File: src/shared/homing_regs.svh
/*
 Offsets, reset values and codes of the homing sequencer.
 Assumes the object port carries a 16-bit index and an 8-bit sub-index.
*/
// Functional notes
// - Methods 24 and 28 search the home sensor, positive and negative.
// - On home, reverse out at start speed, reverse again at zero speed.
// - Home searches stop on home sensor rising edge; stop is home.
// - Methods 17 and 18 search limits, negative and positive start.
// - Two-sensor: after leaving limit, move backward steps, stop, set home.
// - Vendor mode 1 with no sensor_input_a or zero equals methods 24/28.
// - Vendor mode 0 with no sensor_input_a or zero equals methods 17/18.
// - Direction field: 1 starts positive, 0 starts negative.
// - Methods 35/37 preset home in place unless operation enabled.
// - Three-sensor runs at switch speed, reverses off limits, stops on home.
// - Three-sensor with external signal ends on it while home is on.
// - Two-sensor runs at start speed, reverses off the limit first.
// - Two-sensor and one-way with external signal end on that signal.
// - One-way runs at switch speed, stops on home, leaves at zero speed.
// - One-way moves the operating amount after leaving home, sets home.
// - Leaving home during one-way deceleration raises alarm 62h.
// - Method -1 selects the vendor mode objects.
`ifndef HOMING_REGS_SVH
`define HOMING_REGS_SVH

`define IDX_METHOD      16'h6098
`define IDX_SPEEDS      16'h6099
`define SUB_SW_SPEED    8'h01
`define SUB_ZERO_SPEED  8'h02
`define IDX_ACCEL       16'h609A
`define IDX_MODE        16'h4160
`define IDX_START_DIR   16'h4161
`define IDX_START_SPEED 16'h4163
`define IDX_SENSOR_INPUT_A_EN     16'h4166
`define IDX_ZERO_EN     16'h4167
`define IDX_BACK_STEPS  16'h4169
`define IDX_ONE_WAY     16'h416A

`define RST_METHOD      8'h18
`define RST_SW_SPEED    32'h0000_2710
`define RST_ZERO_SPEED  32'h0000_1388
`define RST_ACCEL       32'h0004_93E0
`define RST_MODE        8'h00
`define RST_START_DIR   8'h01
`define RST_START_SPEED 32'h0000_1388
`define RST_BACK_STEPS  32'h0000_1388
`define RST_ONE_WAY     32'h0000_1388

`define METH_LIM_NEG    8'h11
`define METH_LIM_POS    8'h12
`define METH_HOME_POS   8'h18
`define METH_HOME_NEG   8'h1C
`define METH_PRESET_A   8'h23
`define METH_PRESET_B   8'h25
`define METH_VENDOR     8'hFF

`define MODE_TWO        8'h00
`define MODE_THREE      8'h01
`define MODE_ONE_WAY    8'h02
`define ZERO_EN_CODE    8'h02
`define ALARM_HOME_ERR  8'h62

`endif

File: src/shared/homing_pkg.sv
/*
 Types of the homing sequencer.
 Assumes nothing beyond the constants header.
*/
package homing_pkg;
    typedef enum logic [3:0] {
        ST_IDLE  = 4'h0,
        ST_SEEK  = 4'h1,
        ST_ESC   = 4'h3,
        ST_DECEL = 4'h2,
        ST_LEAVE = 4'h6,
        ST_ZERO  = 4'h7,
        ST_STEP  = 4'h5,
        ST_EXT   = 4'h4,
        ST_STOP  = 4'hC,
        ST_ERR   = 4'hD
    } home_state_t;

    typedef enum logic [1:0] {
        SEQ_TWO, SEQ_THREE, SEQ_ONE_WAY
    } home_seq_t;

    typedef struct packed {
        logic        run;
        logic        dir;
        logic [31:0] speed;
        logic [31:0] accel;
    } motion_cmd_t;

    typedef struct packed {
        logic       busy;
        logic       done;
        logic       error;
        logic [7:0] alarm_code;
    } home_status_t;
endpackage : homing_pkg

File: src/logic/homing_sequencer.sv
/*
 Homing sequencer: object registers, method decode and motion sequence.
 Assumes synchronous sensors and a stage that obeys motion_cmd.
*/
`timescale 1ns/1ns
`include "homing_regs.svh"
module homing_sequencer (
    // Clock and reset
    input  wire logic                  clock,
    input  wire logic                  rst,
    // Object access from the fieldbus side
    input  wire logic                  obj_wr,
    input  wire logic                  obj_rd,
    input  wire logic [15:0]           obj_index,
    input  wire logic [7:0]            obj_sub,
    input  wire logic [31:0]           obj_wdata,
    output      logic [31:0]           obj_rdata,
    output      logic                  obj_err,
    // Drive control
    input  wire logic                  home_start,
    input  wire logic                  op_enabled,
    // Sensors
    input  wire logic                  home_sensor_input,
    input  wire logic                  forward_limit_input,
    input  wire logic                  reverse_limit_input,
    input  wire logic                  sensor_input_a,
    input  wire logic                  encoder_zero_signal,
    // Motion stage
    input  wire logic                  motion_stopped,
    input  wire logic                  step_tick,
    output homing_pkg::motion_cmd_t    motion_cmd,
    output logic                       home_set,
    output homing_pkg::home_status_t   status
);
    import homing_pkg::*;

    // Object registers
    logic [7:0]  method_r, method_nxt, mode_r, mode_nxt;
    logic [7:0]  start_dir_r, start_dir_nxt, sensor_input_a_en_r, sensor_input_a_en_nxt;
    logic [7:0]  zero_en_r, zero_en_nxt;
    logic [31:0] sw_speed_r, sw_speed_nxt, zero_speed_r, zero_speed_nxt;
    logic [31:0] accel_r, accel_nxt, start_speed_r, start_speed_nxt;
    logic [31:0] back_steps_r, back_steps_nxt, one_way_r, one_way_nxt;
    logic [31:0] rdata_nxt;
    logic        err_nxt;

    // Register writes and reads
    always_comb begin
        method_nxt      = method_r;
        sw_speed_nxt    = sw_speed_r;
        zero_speed_nxt  = zero_speed_r;
        accel_nxt       = accel_r;
        mode_nxt        = mode_r;
        start_dir_nxt   = start_dir_r;
        start_speed_nxt = start_speed_r;
        sensor_input_a_en_nxt     = sensor_input_a_en_r;
        zero_en_nxt     = zero_en_r;
        back_steps_nxt  = back_steps_r;
        one_way_nxt     = one_way_r;
        rdata_nxt       = 32'h0000_0000;
        err_nxt         = 1'b0;
        unique case (obj_index)
            `IDX_METHOD: begin
                if (obj_wr) method_nxt = obj_wdata[7:0];
                rdata_nxt = {{24{method_r[7]}}, method_r};
            end
            `IDX_SPEEDS: begin
                if (obj_sub == `SUB_SW_SPEED) begin
                    if (obj_wr) sw_speed_nxt = obj_wdata;
                    rdata_nxt = sw_speed_r;
                end else if (obj_sub == `SUB_ZERO_SPEED) begin
                    if (obj_wr) zero_speed_nxt = obj_wdata;
                    rdata_nxt = zero_speed_r;
                end else begin
                    err_nxt = obj_wr | obj_rd;
                end
            end
            `IDX_ACCEL: begin
                if (obj_wr) accel_nxt = obj_wdata;
                rdata_nxt = accel_r;
            end
            `IDX_MODE: begin
                if (obj_wr) mode_nxt = obj_wdata[7:0];
                rdata_nxt = {24'h000000, mode_r};
            end
            `IDX_START_DIR: begin
                if (obj_wr) start_dir_nxt = obj_wdata[7:0];
                rdata_nxt = {24'h000000, start_dir_r};
            end
            `IDX_START_SPEED: begin
                if (obj_wr) start_speed_nxt = obj_wdata;
                rdata_nxt = start_speed_r;
            end
            `IDX_SENSOR_INPUT_A_EN: begin
                if (obj_wr) sensor_input_a_en_nxt = obj_wdata[7:0];
                rdata_nxt = {24'h000000, sensor_input_a_en_r};
            end
            `IDX_ZERO_EN: begin
                if (obj_wr) zero_en_nxt = obj_wdata[7:0];
                rdata_nxt = {24'h000000, zero_en_r};
            end
            `IDX_BACK_STEPS: begin
                if (obj_wr) back_steps_nxt = obj_wdata;
                rdata_nxt = back_steps_r;
            end
            `IDX_ONE_WAY: begin
                if (obj_wr) one_way_nxt = obj_wdata;
                rdata_nxt = one_way_r;
            end
            default: err_nxt = obj_wr | obj_rd;
        endcase
    end

    always_ff @(posedge clock or posedge rst) begin
        if (rst) begin
            method_r      <= `RST_METHOD;
            sw_speed_r    <= `RST_SW_SPEED;
            zero_speed_r  <= `RST_ZERO_SPEED;
            accel_r       <= `RST_ACCEL;
            mode_r        <= `RST_MODE;
            start_dir_r   <= `RST_START_DIR;
            start_speed_r <= `RST_START_SPEED;
            sensor_input_a_en_r     <= 8'h00;
            zero_en_r     <= 8'h00;
            back_steps_r  <= `RST_BACK_STEPS;
            one_way_r     <= `RST_ONE_WAY;
            obj_rdata     <= 32'h0000_0000;
            obj_err       <= 1'b0;
        end else begin
            method_r      <= method_nxt;
            sw_speed_r    <= sw_speed_nxt;
            zero_speed_r  <= zero_speed_nxt;
            accel_r       <= accel_nxt;
            mode_r        <= mode_nxt;
            start_dir_r   <= start_dir_nxt;
            start_speed_r <= start_speed_nxt;
            sensor_input_a_en_r     <= sensor_input_a_en_nxt;
            zero_en_r     <= zero_en_nxt;
            back_steps_r  <= back_steps_nxt;
            one_way_r     <= one_way_nxt;
            obj_rdata     <= rdata_nxt;
            obj_err       <= err_nxt;
        end
    end

    // Method decode; the profile methods force the external signals off
    logic      dec_ok, dec_dir, dec_preset, dec_ext;
    home_seq_t dec_seq;
    always_comb begin
        dec_ok     = 1'b1;
        dec_dir    = 1'b1;
        dec_preset = 1'b0;
        dec_ext    = 1'b0;
        dec_seq    = SEQ_THREE;
        unique case (method_r)
            `METH_HOME_POS: dec_dir = 1'b1;
            `METH_HOME_NEG: dec_dir = 1'b0;
            `METH_LIM_NEG: begin
                dec_seq = SEQ_TWO;
                dec_dir = 1'b0;
            end
            `METH_LIM_POS: dec_seq = SEQ_TWO;
            `METH_PRESET_A, `METH_PRESET_B: dec_preset = 1'b1;
            `METH_VENDOR: begin
                dec_dir = (start_dir_r == 8'h01);
                dec_ext = (sensor_input_a_en_r != 8'h00) ||
                          (zero_en_r == `ZERO_EN_CODE);
                if (mode_r == `MODE_TWO) dec_seq = SEQ_TWO;
                else if (mode_r == `MODE_THREE) dec_seq = SEQ_THREE;
                else if (mode_r == `MODE_ONE_WAY) dec_seq = SEQ_ONE_WAY;
                else dec_ok = 1'b0;
            end
            default: dec_ok = 1'b0;
        endcase
    end

    // Sequencer state
    home_state_t  state_r, state_nxt;
    home_seq_t    seq_r, seq_nxt;
    logic         dir_r, dir_nxt, ext_r, ext_nxt, home_prev_r, home_set_nxt;
    logic [31:0]  steps_r, steps_nxt;
    motion_cmd_t  cmd_nxt;
    home_status_t status_nxt;

    logic home_rise, lim_ahead, lim_any, ext_hit, sensor_input_a_use, zero_use;
    assign home_rise = home_sensor_input & ~home_prev_r;
    assign lim_ahead = dir_r ? forward_limit_input : reverse_limit_input;
    assign lim_any   = forward_limit_input | reverse_limit_input;
    assign sensor_input_a_use  = sensor_input_a_en_r != 8'h00;
    assign zero_use  = zero_en_r == `ZERO_EN_CODE;
    assign ext_hit   = (sensor_input_a_use & sensor_input_a) |
                       (zero_use & encoder_zero_signal);

    // Next state and motion command
    always_comb begin
        state_nxt    = state_r;
        seq_nxt      = seq_r;
        dir_nxt      = dir_r;
        ext_nxt      = ext_r;
        steps_nxt    = steps_r;
        home_set_nxt = 1'b0;
        status_nxt   = status;
        cmd_nxt      = motion_cmd;
        cmd_nxt.run  = 1'b1;
        cmd_nxt.accel = accel_r;
        unique case (state_r)
            ST_IDLE: begin
                cmd_nxt.run = 1'b0;
                if (home_start && dec_ok && dec_preset && !op_enabled) begin
                    home_set_nxt    = 1'b1;
                    status_nxt.done = 1'b1;
                    status_nxt.error = 1'b0;
                end else if (home_start && dec_ok && !dec_preset &&
                             op_enabled) begin
                    seq_nxt   = dec_seq;
                    dir_nxt   = dec_dir;
                    ext_nxt   = dec_ext;
                    state_nxt = ST_SEEK;
                    cmd_nxt.run   = 1'b1;
                    cmd_nxt.dir   = dec_dir;
                    cmd_nxt.speed = dec_seq == SEQ_TWO ? start_speed_r
                                  : sw_speed_r;
                    status_nxt = '{busy: 1'b1, done: 1'b0, error: 1'b0,
                                   alarm_code: 8'h00};
                end
            end
            ST_SEEK: begin
                if (seq_r != SEQ_ONE_WAY && lim_ahead) begin
                    dir_nxt   = ~dir_r;
                    state_nxt = ST_ESC;
                end else if (seq_r == SEQ_THREE && home_rise) begin
                    dir_nxt   = ~dir_r;
                    state_nxt = ST_LEAVE;
                end else if (seq_r == SEQ_ONE_WAY && home_rise) begin
                    state_nxt = ST_DECEL;
                end
            end
            ST_ESC: begin
                cmd_nxt.dir = dir_r;
                if (!lim_any && seq_r == SEQ_TWO) begin
                    steps_nxt = back_steps_r;
                    state_nxt = ST_STEP;
                end else if (!lim_any) begin
                    state_nxt = ST_SEEK;
                end
            end
            ST_DECEL: begin
                cmd_nxt.run = 1'b0;
                if (!home_sensor_input) begin
                    state_nxt = ST_ERR;
                    status_nxt.alarm_code = `ALARM_HOME_ERR;
                    status_nxt.error = 1'b1;
                    status_nxt.busy  = 1'b0;
                end else if (motion_stopped) begin
                    state_nxt = ST_LEAVE;
                end
            end
            ST_LEAVE: begin
                cmd_nxt.dir   = dir_r;
                cmd_nxt.speed = (seq_r == SEQ_ONE_WAY) ? zero_speed_r
                                                       : start_speed_r;
                if (!home_sensor_input && seq_r == SEQ_ONE_WAY) begin
                    steps_nxt = one_way_r;
                    state_nxt = ST_STEP;
                end else if (!home_sensor_input) begin
                    dir_nxt   = ~dir_r;
                    state_nxt = ST_ZERO;
                end
            end
            ST_ZERO: begin
                cmd_nxt.dir   = dir_r;
                cmd_nxt.speed = zero_speed_r;
                if (home_rise) begin
                    state_nxt = ext_r ? ST_EXT : ST_STOP;
                    cmd_nxt.run = ext_r;
                end
            end
            ST_STEP: begin
                if (steps_r == 32'h0000_0000) begin
                    state_nxt = ext_r ? ST_EXT : ST_STOP;
                    cmd_nxt.run = ext_r;
                end else if (step_tick) begin
                    steps_nxt = steps_r - 32'h0000_0001;
                end
            end
            ST_EXT: begin
                // Three-sensor accepts the signal only inside the home zone
                if (ext_hit && (seq_r != SEQ_THREE ||
                                home_sensor_input)) begin
                    state_nxt = ST_STOP;
                    cmd_nxt.run = 1'b0;
                end
            end
            ST_STOP: begin
                cmd_nxt.run = 1'b0;
                if (motion_stopped) begin
                    home_set_nxt    = 1'b1;
                    status_nxt.busy = 1'b0;
                    status_nxt.done = 1'b1;
                    state_nxt       = ST_IDLE;
                end
            end
            ST_ERR: begin
                // Held until a new start so the alarm is not missed
                cmd_nxt.run = 1'b0;
                if (home_start) state_nxt = ST_IDLE;
            end
            default: begin
                cmd_nxt.run = 1'b0;
                state_nxt   = ST_IDLE;
            end
        endcase
    end

    // Sequencer registers
    always_ff @(posedge clock or posedge rst) begin
        if (rst) begin
            state_r     <= ST_IDLE;
            seq_r       <= SEQ_THREE;
            dir_r       <= 1'b1;
            ext_r       <= 1'b0;
            steps_r     <= 32'h0000_0000;
            home_prev_r <= 1'b0;
            motion_cmd  <= '0;
            home_set    <= 1'b0;
            status      <= '0;
        end else begin
            state_r     <= state_nxt;
            seq_r       <= seq_nxt;
            dir_r       <= dir_nxt;
            ext_r       <= ext_nxt;
            steps_r     <= steps_nxt;
            home_prev_r <= home_sensor_input;
            motion_cmd  <= cmd_nxt;
            home_set    <= home_set_nxt;
            status      <= status_nxt;
        end
    end
endmodule : homing_sequencer

File: config.mk
export PLATFORM = sky130hd
export DESIGN_NAME = homing_sequencer
export DESIGN_NICKNAME = d
export VERILOG_FILES = /design/src/shared/homing_pkg.sv /design/src/logic/homing_sequencer.sv
export VERILOG_INCLUDE_DIRS = /design/src /design/src/shared
export SDC_FILE = /design/constraint.sdc
export NUM_CORES = 1
export LEC_CHECK = 0
export ABC_AREA = 1
export CORE_MARGIN = 4
export CORE_UTILIZATION = 35
export CTS_CLUSTER_DIAMETER = 60
export DETAILED_ROUTE_END_ITERATION = 16
export DONT_BUFFER_PORTS = 1
export PLACE_DENSITY = 0.5
export SLEW_MARGIN = 20
export SYNTH_ARGS = -nofsm -noshare
export SYNTH_HDL_FRONTEND = slang
export SYNTH_SLANG_ARGS = --single-unit
File: constraint.sdc
create_clock -name clock -period 15.12 [get_ports clock]
set_input_delay 2.268 -clock clock [delete_from_list [all_inputs] [get_ports clock]]
set_output_delay 2.268 -clock clock [all_outputs]
set_load 0.03 [all_outputs]
---- After elaboration in Yosys (flattened, before gate mapping) ----
Index checks and enable logic that the tools add are counted.
operators by class
  add/subtract/negate cells ............... 1
  $mul .................................... 0
  divide/modulo/power cells ............... 0
  magnitude comparators ................... 0
  eq/ne operators ......................... 56
  shift operators ......................... 0
  multiplexer cells ....................... 71
  bitwise logic cells ..................... 10
  reduce and logical (&&, ||, !) cells .... 58
operator list
  operator                                               number
  case mux 32 bit (10 select lines)                      1
  2-to-1 mux 32 bit                                      8
  case mux 32 bit (3 select lines)                       2
  equality test 16 x 15 -> 1 bit, second input constant  10
  2-to-1 mux 34 bit                                      2
  2-to-1 mux 4 bit                                       17
  case mux 4 bit (10 select lines)                       1
  equality test 8 x 5 -> 1 bit, second input constant    4
  zero test 32 bit                                       1
  subtractor 32 x 1 -> 32 bit, second input constant     1
  != test 2 bit, second input constant                   15
  equality test 8 x 1 -> 1 bit, second input constant    3
  equality test 8 x 2 -> 1 bit, second input constant    3
  2-to-1 mux 1 bit                                       21
  case mux 9 bit (2 select lines)                        1
  AND reduction 2 bit                                    9
  AND reduction 3 bit                                    6
  equality test 4 x 3 -> 1 bit, second input constant    4
  equality test 8 x 6 -> 1 bit, second input constant    2
  != test 3 bit, second input constant                   5
  case mux 1 bit (2 select lines)                        6
  nonzero test 3 bit                                     4
  logical AND 1 bit                                      11
  2-to-1 mux 11 bit                                      1
  32 further kinds                                       58
word-level totals
  bits in registers ....................... 384
  bits in latches ......................... 0
  memory bits (writable) .................. 0
  memory bits (read-only) ................. 0
  output and inout bits ................... 111
  logic and storage cells ................. 224
  memories kept ........................... 0

---- Depth between registers and ports, before layout ----
Gate-level depths: netlist of the first run.
  word-level depth ........................ 11
  depth in mapped cells ................... 14
  gate-level depth less buffers ........... 13

---- Worst setup path after synthesis of the first run ----
OpenSTA, ideal clock, no wires.
  path type ............................... input-to-reg
  start point ............................. in obj_index[9]
  end point ............................... reg start_speed_r[0]
  library setup time ...................... 0.127 ns
  arrival time ............................ 3.471 ns
  data required time ...................... 14.993 ns
  path slack .............................. 11.522 ns
  cell stages on the path ................. 10
  buffers on the path ..................... 1
  path through ............................ or2_4 nor3_2 nand2_2 nor2_2 inv_2 nor2_4 nand2_4 buf_6 nand2_1 o21ai_2
between the ends
  longest elaborated chain between the ends .. 2
RTL lines
  what                            line                     text
  from (decl)                     homing_sequencer.sv:14   input wire logic [15:0] obj_index,
  equality test 16 x 15 -> 1 bit  homing_sequencer.sv:62   unique case (obj_index)
  AND reduction 2 bit (no line)   -
  to (signal assigned)            homing_sequencer.sv:122  start_speed_r <= `RST_START_SPEED;
  to (signal assigned)            homing_sequencer.sv:136  start_speed_r <= start_speed_nxt;
  to (decl)                       homing_sequencer.sv:42   logic [31:0] accel_r, accel_nxt, start_speed_r, start_speed_nxt;
Every way passes these cells.
A chain may end at the register's enable or synchronous reset.

---- Final worst setup path of the first run ----
  start point ............................. in obj_index[9]
  end point ............................... reg start_speed_r[31]
Same word-level chain as after synthesis.

==> impl_results.rst, run 1 <==
.. list-table::
   :header-rows: 1

   * - Metric
     - Value
   * - Timing-limited maximum frequency
     - 0.231 GHz
   * - Number of global-route vias before repair
     - 16.0k
   * - Tot Pwr
     - ~0.0023 W
   * - Number of search-and-repair iterations in the first detailed-routing pass
     - 6
   * - Status
     - complete, no violations
   * - CTS H-Tree Depth
     - 2
   * - Worst Path Buf+Inv
     - 2
   * - Clock Tree Root
     - sky130_fd_sc_hd__clkbuf_16
   * - Starting density of the core
     - about a third
   * - Aggregate negative setup slack
     - 0 ns
   * - Start point of the critical path
     - obj_index[9]
   * - Async SR Flop Fraction
     - between 90% and 100%
   * - FF/Latch Area
     - between 9000 and 10000 um2
   * - Type of origin of the critical path
     - primary input
   * - Resize count post-CTS
     - 0
   * - Placed insts
     - ~3.1k
   * - Max Fanout on Critical Path
     - 64
   * - Multi-input combinational cell area
     - about 8000 um2
   * - Global router's overall resource usage
     - between 20 and 25%
   * - Global-route wire length before repair
     - slightly below 100 mm
   * - Cell taking the most area after synthesis
     - sky130_fd_sc_hd__dfrtp_1
   * - Endpoint class of the critical path
     - flip-flop
   * - Number of enable flip-flop cells after synthesis
     - 0
   * - Clock-pin transition on the worst setup and hold timing paths
     - around 0.060 ns
   * - Critical path class
     - primary input to flip-flop
   * - Synth Cell Area
     - ~19000 um2
   * - Kind of cell adding the most delay to the critical path
     - simple AND/OR/NAND/NOR gates
   * - Insertion delay of the later-clocked pin in the worst-skew pair
     - between 0.5 and 0.6 ns
   * - Post-detailed-placement half-perimeter wirelength
     - 43.7 mm
   * - I/O pins
     - 180
   * - Hold Path Depth
     - 0
   * - Type of the tightest min-delay check
     - flip-flop to flip-flop
   * - Critical-path cell list
     - or2_4 > nor3_2 > nand2_2 > nor2_2 > inv_2 > nor2_4 > buf_4 > nand2_4 > nand2_1 > o21ai_2
   * - Die width
     - approximately 240 um
   * - Worst R2R Setup Slack
     - around 12 ns
   * - Power per Cell Area
     - 110 nW/um2
   * - Clk_skew
     - 0.0163 ns
   * - Library cell with the highest instance count after synthesis
     - sky130_fd_sc_hd__nand2_1
   * - Longest individual stage delay on the worst path
     - 0.57 ns
   * - Final Max Tran Viols
     - 0
   * - Die Outline Area
     - 58100 um2
   * - Most common flop cell mapped by yosys
     - sky130_fd_sc_hd__dfrtp_1
   * - Layout Nets
     - around 2.5k
   * - GRT overflow
     - 0
   * - Area delta synth->final
     - 11.4%
   * - Number of design rule violations left after detail routing
     - 0
   * - Mapped Avg Cell Area
     - 7.75 um2
   * - Leakage component of the power
     - approximately 9.6 nW
   * - Std-Cell Rows
     - 85
   * - Number of filler cells placed in the layout
     - between 5k and 6k
   * - Final setup fails
     - 0
   * - Transition time of the tightest slew-check pin
     - about 1.0 ns
   * - Fin cells
     - about 3.1k
   * - TritonCTS clock tree
     - built
   * - RR Startpoint
     - method_r[1]$_DFFE_PP0P_
   * - CTS Hold Bufs
     - 0
   * - Total wirelength of the detailed-routed design
     - 64.8 mm
   * - Maximum ir drop on the vdd rail
     - 0.0000697 V
   * - Sink Count
     - roughly 380
   * - Maximum clock insertion buffer count
     - 3
   * - Number of buffers added on ports
     - 0
   * - Setup Fix Bufs, Post-CTS
     - 0
   * - Number of violations reported at the end of detailed-routing iteration 0
     - between 1.5k and 2k
   * - Worst-case headroom to the max-slew limit
     - a little under a third
   * - Detail-routed via count per cell
     - between 5 and 6
   * - Number of failing hold endpoints at the final stage
     - 0
   * - Reg2reg path depth
     - 11
   * - Cell count after synthesis
     - ~2.5k
   * - Number of max-capacitance violations reported
     - 0
   * - Wirelength per Cell
     - 20.6 um
   * - RD Place Congestion
     - 0.960
   * - WP depth
     - 10
   * - Synth warn
     - 0
   * - Tmin final
     - roughly 4.3 ns
   * - Share of the clock period used by the worst path
     - 28.7%
   * - Top cells by instance count after synthesis
     - sky130_fd_sc_hd__nand2_1, sky130_fd_sc_hd__dfrtp_1, sky130_fd_sc_hd__nor2_1, sky130_fd_sc_hd__o21ai_0, sky130_fd_sc_hd__inv_1
   * - Synthesized flop and latch total
     - approximately 380
   * - Top post-synthesis cells by area
     - sky130_fd_sc_hd__dfrtp_1, sky130_fd_sc_hd__nand2_1, sky130_fd_sc_hd__o21ai_0
   * - Overall via count from detail_route
     - 16.6k
   * - Final core occ
     - between 30% and 40%
   * - Sequential cell area fraction in the yosys report
     - between 40% and 50%
   * - Area share of the leading cell type in the synthesized netlist
     - between 40 and 50%
   * - Cts bufs inserted
     - 47
   * - Standard cell with the maximum stage delay on the critical path
     - sky130_fd_sc_hd__nand2_4
   * - Die height
     - between 200 and 250 um
   * - Worst hold path startpoint
     - accel_r[20]$_DFFE_PP0P_
   * - Data required time at the worst endpoint
     - between 15 and 20 ns
   * - Antenna violations before repair
     - 2
   * - Maximum number of pins on one net before global-route repair
     - between 100 and 150
   * - Core region area
     - roughly 54000 um2
   * - Count of distinct cell types in the synthesized netlist
     - 55
   * - Share of layout cells above drive strength 1
     - about a tenth
   * - RSZ-0062 raised after global routing
     - no
   * - Antenna-violating nets left
     - 0
   * - CP Data Arrival Time
     - around 4.8 ns
==> state kept, by name (all words and copies together), names as in the netlist, 2 cells and up <==
name                 count
one_way_r               32
accel_r                 32
mode_r                   8
status                   4
motion_cmd              66
steps_r                 32
obj_rdata               32
zero_en_r                8
seq_r                    2
method_r                 8
state_r                  4
sensor_input_a_en_r      8
start_speed_r           32
start_dir_r              8
sw_speed_r              32
zero_speed_r            32
back_steps_r            32
==> where the power goes <==
part	internal [W]	switching, W
combinational	0.00000579	0.0000495
clock	0.000783	0.000480
sequential	0.00101	0.00000502
total	0.00180	0.000534
==> final timing paths <==
kind / endpoint
max: start_speed_r[31]$_DFFE_PP0P_
min: motion_cmd[20]$_DFF_PP0_
max reg2reg: motion_cmd[39]$_DFFE_PP0P_
min reg2reg: motion_cmd[20]$_DFF_PP0_
max in group asynchronous: sw_speed_r[16]$_DFFE_PP0P_
min in group asynchronous: motion_cmd[5]$_DFF_PP0_
==> placed cells by master, fill, tap and decap left out, types with 4 or more instances in the layout <==
cell,instances
sky130_fd_sc_hd__nand4_1,20
sky130_fd_sc_hd__dfrtp_1,339
sky130_fd_sc_hd__nor4_1,4
sky130_fd_sc_hd__o21ai_1,79
sky130_fd_sc_hd__conb_1,5
sky130_fd_sc_hd__o211ai_1,9
sky130_fd_sc_hd__nand3b_1,35
sky130_fd_sc_hd__nand2_2,6
sky130_fd_sc_hd__bufinv_16,9
sky130_fd_sc_hd__nor3_1,17
sky130_fd_sc_hd__inv_1,205
sky130_fd_sc_hd__buf_4,25
sky130_fd_sc_hd__o22ai_1,8
sky130_fd_sc_hd__o21ai_2,34
sky130_fd_sc_hd__a22oi_1,32
sky130_fd_sc_hd__dfstp_2,38
sky130_fd_sc_hd__clkbuf_8,8
sky130_fd_sc_hd__nor2_2,10
sky130_fd_sc_hd__nor2_1,261
sky130_fd_sc_hd__clkinv_2,6
sky130_fd_sc_hd__clkinvlp_4,4
sky130_fd_sc_hd__o21ai_0,241
sky130_fd_sc_hd__nand2_1,723
sky130_fd_sc_hd__a21oi_1,55
sky130_fd_sc_hd__clkbuf_16,48
sky130_fd_sc_hd__nand3_1,154
sky130_fd_sc_hd__inv_2,9
sky130_fd_sc_hd__clkbuf_1,4
==> routing by layer <==
layer / track usage (%) / vias up / share of wire (%)
met5: 0 / - / 0
met4: 7.70 / 0 / 3.6
met3: 3.78 / 127 / 6.2
met2: 36.0 / 597 / 47
met1: 29.8 / 7999 / 43
li1: - / 7846 / -
==> layout make-up <==
| cell class | instances | area share, % |
|---|---|---|
| clock inverters | 28 | 2.06 |
| flip-flops and latches | 377 | 44.8 |
| inverters | 216 | 3.88 |
| well taps | 696 | 4.11 |
| repair buffers | 25 | 0.886 |
| diodes | 1 | 0.0118 |
| clock buffers | 60 | 6.26 |
| multi-input cells | 1736 | 38.0 |
==> through the flow <==
stage               area (um2)  worst slack, ns  hold slack, ns
floorplan                19000             2.44           0.374
global placement         19400            10.32           0.399
detailed placement       19400            10.22           0.401
CTS                      21200            10.84           0.415
global route             21200            10.60           0.426
finish                   21200            10.79           0.413
==> cell families after synthesis <==
logic type	share of synthesized area, %
xor gates and xnor gates	0.0922
buffers and inverters	7.95
and+or+nand+nor	27.9
muxes	0.0527
adders and majority gates	0.132
other	0.0197
AOI/OAI and AO/OA	13.9
DFF	49.9
==> worst reg2reg max path: stages, from the launching register on <==
cell and delay, ns:
sky130_fd_sc_hd__dfrtp_1 0.49, sky130_fd_sc_hd__nor2_1 0.21, sky130_fd_sc_hd__nor2_1 0.08, sky130_fd_sc_hd__nand3_1 0.16
sky130_fd_sc_hd__nand2_2 0.54, sky130_fd_sc_hd__nand2_1 0.65, sky130_fd_sc_hd__buf_4 0.42, sky130_fd_sc_hd__nand2_1 0.09
sky130_fd_sc_hd__nand2_1 0.07, sky130_fd_sc_hd__nor2_1 0.04, sky130_fd_sc_hd__nor2_1 0.26, sky130_fd_sc_hd__nor2_1 0.07
Power figures use the tool's default switching activity.
==> run 2, diff against run 1 <==
- PLACE_DENSITY: 0.5 -> 0.52
- clock period: 15.12 -> 3.86 ns (I/O delays scaled with it)
==> impl_results.rst, run 2 (synthesized netlist as in run 1, its figures left out) <==
.. list-table::
   :header-rows: 1

   * - Metric
     - Value
   * - Number of violations reported at the end of detailed-routing iteration 0
     - 1625 (-2.8%)
   * - Maximum number of pins on one net before global-route repair
     - 112 (+8.7%)
   * - Sink Count
     - 377 (unchanged)
   * - Register name with the most flops
     - motion_cmd
   * - Flip-flop count of the largest register after layout
     - 66 (unchanged)
   * - Cts bufs inserted
     - 46 (-2.1%)
   * - Detail-routed via count per cell
     - 5.30 (+0.35%)
   * - Pre-CTS worst setup slack
     - 1.12 ns (-9.10 ns)
   * - Std-Cell Rows
     - 85 (unchanged)
   * - Worst hold slack
     - 0.224 ns (-0.188 ns)
   * - Share of the clock period used by the worst path
     - about 66%
   * - Insertion delay of the later-clocked pin in the worst-skew pair
     - 0.59 ns (about the same)
   * - Number of design rule violations left after detail routing
     - 0 (unchanged)
   * - Starting density of the core
     - 35.3% (unchanged)
   * - Tmin final
     - around 2.5 ns
   * - Maximum ir drop on the vdd rail
     - 0.000294 V (+320%)
   * - Most common cell after layout, fill and taps aside
     - sky130_fd_sc_hd__nand2_1
   * - Post-detailed-placement half-perimeter wirelength
     - 44.0 mm (+0.50%)
   * - Final core occ
     - 39.4% (+0.051 points)
   * - Reg2reg path depth
     - 10 (-1)
   * - Wirelength per Cell
     - 20.8 um (+0.61%)
   * - Critical-path cell list
     - nor2_1 > inv_1 > nor2_1 > a21oi_1 > nand3_2 > nand4_1 > nand2_1 > buf_4 > nor2_1 > nor2_1
   * - Number of search-and-repair iterations in the first detailed-routing pass
     - 6 (unchanged)
   * - Final Max Tran Viols
     - 0 (unchanged)
   * - CP Data Arrival Time
     - 3.05 ns (-1.73 ns)
   * - Global router's overall resource usage
     - 22.3% (+0.28 points)
   * - Antenna-violating nets left
     - 0 (unchanged)
   * - Die width
     - 241 um (unchanged)
   * - Most used cells in the layout excluding fill and tap cells
     - sky130_fd_sc_hd__nand2_1, sky130_fd_sc_hd__dfrtp_1, sky130_fd_sc_hd__nor2_1
   * - Start point of the critical path
     - method_r[6]$_DFFE_PP0P_
   * - Data required time at the worst endpoint
     - 4.37 ns (-11.20 ns)
   * - Clk_skew
     - 0.0128 ns (-0.00346 ns)
   * - Type of the tightest min-delay check
     - primary input to flip-flop
   * - Die Outline Area
     - 58100 um2 (unchanged)
   * - Aggregate negative setup slack
     - 0 ns (unchanged)
   * - Overall via count from detail_route
     - 16.7k (+0.70%)
   * - Setup Fix Bufs, Post-CTS
     - 0 (unchanged)
   * - Longest individual stage delay on the worst path
     - 0.43 ns (-0.14 ns)
   * - Number of global-route vias before repair
     - 16.2k (+1.6%)
   * - Antenna violations before repair
     - 2 (unchanged)
   * - Number of max-capacitance violations reported
     - 0 (unchanged)
   * - Timing-limited maximum frequency
     - 0.393 GHz
   * - Power per Cell Area
     - 413 nW/um2 (+270%)
   * - Standard cell with the maximum stage delay on the critical path
     - sky130_fd_sc_hd__dfrtp_1
   * - Cell repeated most along the worst path
     - sky130_fd_sc_hd__nor2_1
   * - Critical path class
     - flip-flop to flip-flop
   * - Max Fanout on Critical Path
     - 32 (-50%)
   * - Layout Nets
     - 2486 (+0.49%)
   * - Total wirelength of the detailed-routed design
     - 65.4 mm (+0.97%)
   * - Area delta synth->final
     - 11.6%
   * - TritonCTS clock tree
     - built
   * - Total placed instance area
     - 19600 um2 (+0.84%)
   * - Type of origin of the critical path
     - flip-flop
   * - Transition time of the tightest slew-check pin
     - 0.913 ns (-0.110 ns)
   * - Worst Slack Setup Final
     - 1.32 ns (-9.47 ns)
   * - I/O pins
     - 180 (unchanged)
   * - Die height
     - 241 um (unchanged)
   * - RSZ-0062 raised after global routing
     - no
   * - Status
     - complete, no violations
   * - Worst-case headroom to the max-slew limit
     - 39.1% (+7.6 points)
   * - Global-route wire length before repair
     - 100 mm (+1.3%)
   * - RD Place Congestion
     - 0.889 (-7.4%)
   * - Finished Cell Area
     - 21200 um2 (+0.13%)
   * - GRT overflow
     - 0 (unchanged)
   * - Clock-pin transition on the worst setup and hold timing paths
     - 0.06 ns (about the same)
   * - Share of layout cells above drive strength 1
     - 9.54% (+0.12 points)
   * - Termination of the worst setup path
     - motion_cmd[39]$_DFFE_PP0P_
   * - Endpoint of the worst-slack reg-to-reg timing path
     - motion_cmd[39]$_DFFE_PP0P_
   * - Core region area
     - 53800 um2 (unchanged)
   * - Final setup fails
     - 0 (unchanged)
   * - RR Startpoint
     - method_r[6]$_DFFE_PP0P_
   * - CTS H-Tree Depth
     - 2 (unchanged)
   * - Maximum clock insertion buffer count
     - 3 (unchanged)
   * - Leakage component of the power
     - 9.63 nW (+0.20%)
   * - Number of buffers added on ports
     - 0 (unchanged)
   * - Clock Tree Root
     - sky130_fd_sc_hd__clkbuf_16
   * - Number of failing hold endpoints at the final stage
     - 0 (unchanged)
   * - Worst R2R Setup Slack
     - 1.32 ns (-10.61 ns)
   * - Endpoint class of the critical path
     - flip-flop
[run 2: cell count changes in the layout (fill, tap and decap cells not counted), moves of 3 or more]
cell and delta:
sky130_fd_sc_hd__buf_4 +4, sky130_fd_sc_hd__clkbuf_8 +3, sky130_fd_sc_hd__buf_12 +7, sky130_fd_sc_hd__bufinv_16 -4
sky130_fd_sc_hd__clkbuf_1 +4
[run 2: area by class of cell]
| cell class | count | area [um2] |
|---|---|---|
| Inverter | 216 | 817 |
| Multi-Input combinational cell | 1736 | 8040 |
| Fill cell | 5506 | 32600 |
| Sequential cell | 377 | 9480 |
| Antenna cell | 1 | 2.50 |
| Timing Repair Buffer | 38 | 378 |
| Tap cell | 696 | 871 |
| Clock buffer | 65 | 1330 |
| Clock inverter | 21 | 274 |
[run 2: worst min-delay path by stage]
stage                                        from  cells past startpoint                        to
after floorplan            accel_r[0]$_DFFE_PP0P_                      0   motion_cmd[0]$_DFF_PP0_
after global placement    accel_r[31]$_DFFE_PP0P_                      0  motion_cmd[31]$_DFF_PP0_
after detailed placement  accel_r[20]$_DFFE_PP0P_                      0  motion_cmd[20]$_DFF_PP0_
after CTS                          motion_stopped                      2        home_set$_DFF_PP0_
after global routing               motion_stopped                      2        home_set$_DFF_PP0_
final                              motion_stopped                      2        home_set$_DFF_PP0_
[run 2: timing repair]
item / CTS / global route
hold endpoints to repair: 15 / 0
gates resized for setup: 0 / 0
hold buffers: 2 / 0
[run 2: through the flow]
| stage | total power [W] | cells |
|---|---|---|
| 2_1_floorplan | 0.00420 | 2456 |
| 3_3_place_gp | 0.00429 | 3061 |
| 3_5_place_dp | 0.00429 | 3061 |
| 4_1_cts | 0.00888 | 3149 |
| 5_1_grt | 0.00907 | 3149 |
| 6_report | 0.00877 | 3150 |
[run 2: critical path, delay by kind of cell, from the launching register on]
kind | cells | cell delay (ns)
buf+inv | 2 | 0.46
compound gates | 1 | 0.13
flops | 1 | 0.43
simple gates | 7 | 1.36
[run 2: power breakdown]
part           switching (W)  internal, W
Clock                0.00179      0.00276
Sequential         0.0000198      0.00396
Combinational       0.000193    0.0000351
[run 2: metal layers]
layer / routed length, um / GRT usage, % / up-vias
met1: 27800 / 30.1 / 8052
met2: 30600 / 36.0 / 646
met5: 0 / 0 / -
li1: - / - / 7856
met3: 5000 / 4.91 / 131
met4: 2020 / 7.22 / 0
==> run 3, diff against run 2 <==
- PLACE_DENSITY: 0.52 -> 0.5
- clock period: 3.86 -> 2.4 ns (I/O delays scaled with it)
==> impl_results.rst, run 3 (synthesized netlist as in run 1, its figures left out) <==
.. list-table::
   :header-rows: 1

   * - Metric
     - Value
   * - Final setup fails
     - 0 (unchanged)
   * - Flip-flop count of the largest register after layout
     - 66 (unchanged)
   * - Antenna violations before repair
     - 2 (unchanged)
   * - Std-Cell Rows
     - 85 (unchanged)
   * - Maximum clock insertion buffer count
     - 3 (unchanged)
   * - RD Place Congestion
     - 0.880 (-1.0%)
   * - Most used cells in the layout excluding fill and tap cells
     - sky130_fd_sc_hd__nand2_1, sky130_fd_sc_hd__dfrtp_1, sky130_fd_sc_hd__nor2_1
   * - Number of global-route vias before repair
     - 16.4k (+1.2%)
   * - GR Util met2
     - 37.3% (+1.2 points)
   * - Multi-input combinational cell area
     - 8050 um2 (about the same)
   * - Critical path class
     - flip-flop to flip-flop
   * - Share of layout cells above drive strength 1
     - 10.5% (+0.92 points)
   * - Power per Cell Area
     - 645 nW/um2 (+56%)
   * - Worst-case headroom to the max-slew limit
     - 43.3% (+4.2 points)
   * - Maximum ir drop on the vdd rail
     - 0.000423 V (+44%)
   * - Status
     - complete, no violations
   * - Leakage component of the power
     - 9.78 nW (+1.5%)
   * - Setup Fix Bufs, Post-CTS
     - 0 (unchanged)
   * - Overall via count from detail_route
     - 16.8k (+0.53%)
   * - Type of the tightest min-delay check
     - primary input to flip-flop
   * - Net switching component of the power
     - 0.00325 W (+62%)
   * - Critical-path cell list
     - nand2_1 > nor2_1 > nand2_1 > nor2_1 > nand2_1 > nand3_2 > nand3_1 > nand2_4 > buf_12 > nand3_1 > nor2_1 > nor2_1
   * - Wirelength per Cell
     - 21.1 um (+1.5%)
   * - Data required time at the worst endpoint
     - 2.86 ns (-1.51 ns)
   * - Die height
     - 241 um (unchanged)
   * - CP Data Arrival Time
     - 2.78 ns (-0.27 ns)
   * - Area delta synth->final
     - 13.3%
   * - Reg power frac
     - 46.2% (+0.8 points)
   * - Part of the power in the clock network
     - 51.2% (-0.7 points)
   * - Starting density of the core
     - 35.3% (unchanged)
   * - Global-route wire length before repair
     - 102 mm (+1.6%)
   * - Global router's overall resource usage
     - 22.7% (+0.40 points)
   * - TritonCTS clock tree
     - built
   * - Cell repeated most along the worst path
     - sky130_fd_sc_hd__nor2_1
   * - Clock Tree Root
     - sky130_fd_sc_hd__clkbuf_16
   * - Sink Count
     - 377 (unchanged)
   * - Total wirelength of the detailed-routed design
     - 67.0 mm (+2.4%)
   * - Layout Nets
     - 2512 (+1.0%)
   * - Maximum number of pins on one net before global-route repair
     - 127 (+13%)
   * - Antenna-violating nets left
     - 0 (unchanged)
   * - Final Max Tran Viols
     - 0 (unchanged)
   * - Insertion delay of the later-clocked pin in the worst-skew pair
     - 0.59 ns (about the same)
   * - Number of filler cells placed in the layout
     - 5541 (+0.64%)
   * - Most common cell after layout, fill and taps aside
     - sky130_fd_sc_hd__nand2_1
   * - I/O pins
     - 180 (unchanged)
   * - GRT overflow
     - 0 (unchanged)
   * - Number of design rule violations left after detail routing
     - 0 (unchanged)
   * - Number of search-and-repair iterations in the first detailed-routing pass
     - 5 (-1)
   * - Cts bufs inserted
     - 46 (unchanged)
   * - Core region area
     - 53800 um2 (unchanged)
   * - Post-detailed-placement half-perimeter wirelength
     - 44.9 mm (+2.1%)
   * - Global-route met3 utilization
     - 4.18% (-0.73 points)
   * - Longest individual stage delay on the worst path
     - 0.59 ns (+0.16 ns)
   * - Met1 track utilization from global routing
     - 31.0% (+0.88 points)
   * - Endpoint class of the critical path
     - flip-flop
   * - Number of violations reported at the end of detailed-routing iteration 0
     - 1544 (-5.0%)
   * - Type of origin of the critical path
     - flip-flop
   * - Number of buffers added on ports
     - 0 (unchanged)
   * - Timing-limited maximum frequency
     - 0.432 GHz (+9.7%)
   * - Share of the clock period used by the worst path
     - 96.6% (+31 points)
   * - Aggregate negative setup slack
     - 0 ns (unchanged)
   * - Number of failing hold endpoints at the final stage
     - 0 (unchanged)
   * - FF/Latch Area
     - 9480 um2 (unchanged)
   * - CTS H-Tree Depth
     - 2 (unchanged)
   * - Switching fraction of total power
     - 23.5% (+0.57 points)
   * - Power share of the combinational group
     - 2.7% (about the same)
   * - Max Fanout on Critical Path
     - 21 (-34%)
   * - Clk_skew
     - 0.0374 ns (+0.0246 ns)
   * - Internal portion of total power
     - 0.0106 W (+57%)
   * - Number of max-capacitance violations reported
     - 0 (unchanged)
   * - Detail-routed via count per cell
     - 5.28 (-0.30%)
   * - Most heavily used metal layer in global routing
     - met2
   * - Standard cell with the maximum stage delay on the critical path
     - sky130_fd_sc_hd__dfstp_2
   * - Clock-pin transition on the worst setup and hold timing paths
     - 0.06 ns (about the same)
   * - Tmin final
     - 2.32 ns (-0.225 ns)
   * - Transition time of the tightest slew-check pin
     - 0.850 ns (-0.0626 ns)
   * - Die width
     - 241 um (unchanged)
   * - Register name with the most flops
     - motion_cmd
   * - Placed insts
     - 3084 (+0.75%)
   * - Die Outline Area
     - 58100 um2 (unchanged)
   * - Fin cells
     - 3176 (+0.83%)
==> run 3: cell types whose count changed in the layout (fill, tap and decap cells not counted), moves of 2 or more <==
cell | before | now
sky130_fd_sc_hd__dlygate4sd3_1 | 2 | 4
sky130_fd_sc_hd__inv_6 | 4 | 2
sky130_fd_sc_hd__diode_2 | 1 | 3
sky130_fd_sc_hd__clkbuf_1 | 8 | 6
sky130_fd_sc_hd__buf_12 | 7 | 20
sky130_fd_sc_hd__clkbuf_8 | 11 | 7
sky130_fd_sc_hd__clkinv_2 | 6 | 11
sky130_fd_sc_hd__buf_4 | 29 | 39
==> run 3: per-layer routing <==
metal	vias up	routed length, um
met3	94	3980
met1	8168	29500
li1	7915	-
met2	594	31700
met4	2	1760
met5	-	12
==> run 3: critical path, delay by kind of cell, from the launching register on <==
kind                   cells  cell delay, ns
and+or+nand+nor           11            1.38
DFF                        1            0.59
buffers and inverters      1            0.20
==> run 3: final cells by class <==
class / count / area share [%]
clock inverters: 25 / 1.24
diodes: 3 / 0.0349
repair buffers: 64 / 3.52
inverters: 216 / 3.80
multi-input cells: 1736 / 37.4
clock buffers: 59 / 5.90
flip-flops and latches: 377 / 44.1
well taps: 696 / 4.05
==> run 3: timing repair <==
| action | in CTS | in global routing |
|---|---|---|
| setup endpoints to repair | 0 | 5 |
| resized for setup | 0 | 2 |
| hold buffers | 4 | 0 |
| endpoints found under the hold margin | 35 | 0 |
==> run 3: path summary, 6_finish.rpt <==
check	start	endpoint	slack [ns]	cells past startpoint
worst max-delay path	method_r[3]$_DFFE_PP1P_	motion_cmd[59]$_DFFE_PP0P_	0.08	12
worst min-delay path	obj_wdata[14]	zero_speed_r[14]$_DFFE_PP0P_	0.05	2
worst max register to register	method_r[3]$_DFFE_PP1P_	motion_cmd[59]$_DFFE_PP0P_	0.08	12
worst min register to register	accel_r[11]$_DFFE_PP0P_	motion_cmd[11]$_DFF_PP0_	0.41	0
max in group asynchronous	rst	sw_speed_r[5]$_DFFE_PP0P_	1.16	3
min in group asynchronous	rst	accel_r[23]$_DFFE_PP0P_	0.51	3
==> run 3: metrics by stage <==
stage	worst slack [ns]	cell area [um2]	total power, W	utilization [%]	hold slack (ns)
detailed placement	0.0885	19900	0.00689	37.0	0.393
CTS	0.0861	21500	0.0141	39.9	0.0299
global placement	0.104	19900	0.00689	37.0	0.393
floorplan	-2.99	19000	0.00675	-	0.374
finish	0.0825	21500	0.0139	40.0	0.0506
global route	-0.0150	21500	0.0144	40.0	0.0570
==> run 3: power by group through the flow <==
stage	clock network, W	registers [W]	logic [W]
floorplan	0	0.00652	0.000232
global placement	0	0.00652	0.000372
detailed placement	0	0.00652	0.000373
CTS	0.00727	0.00641	0.000380
global route	0.00753	0.00640	0.000417
finish	0.00710	0.00641	0.000370
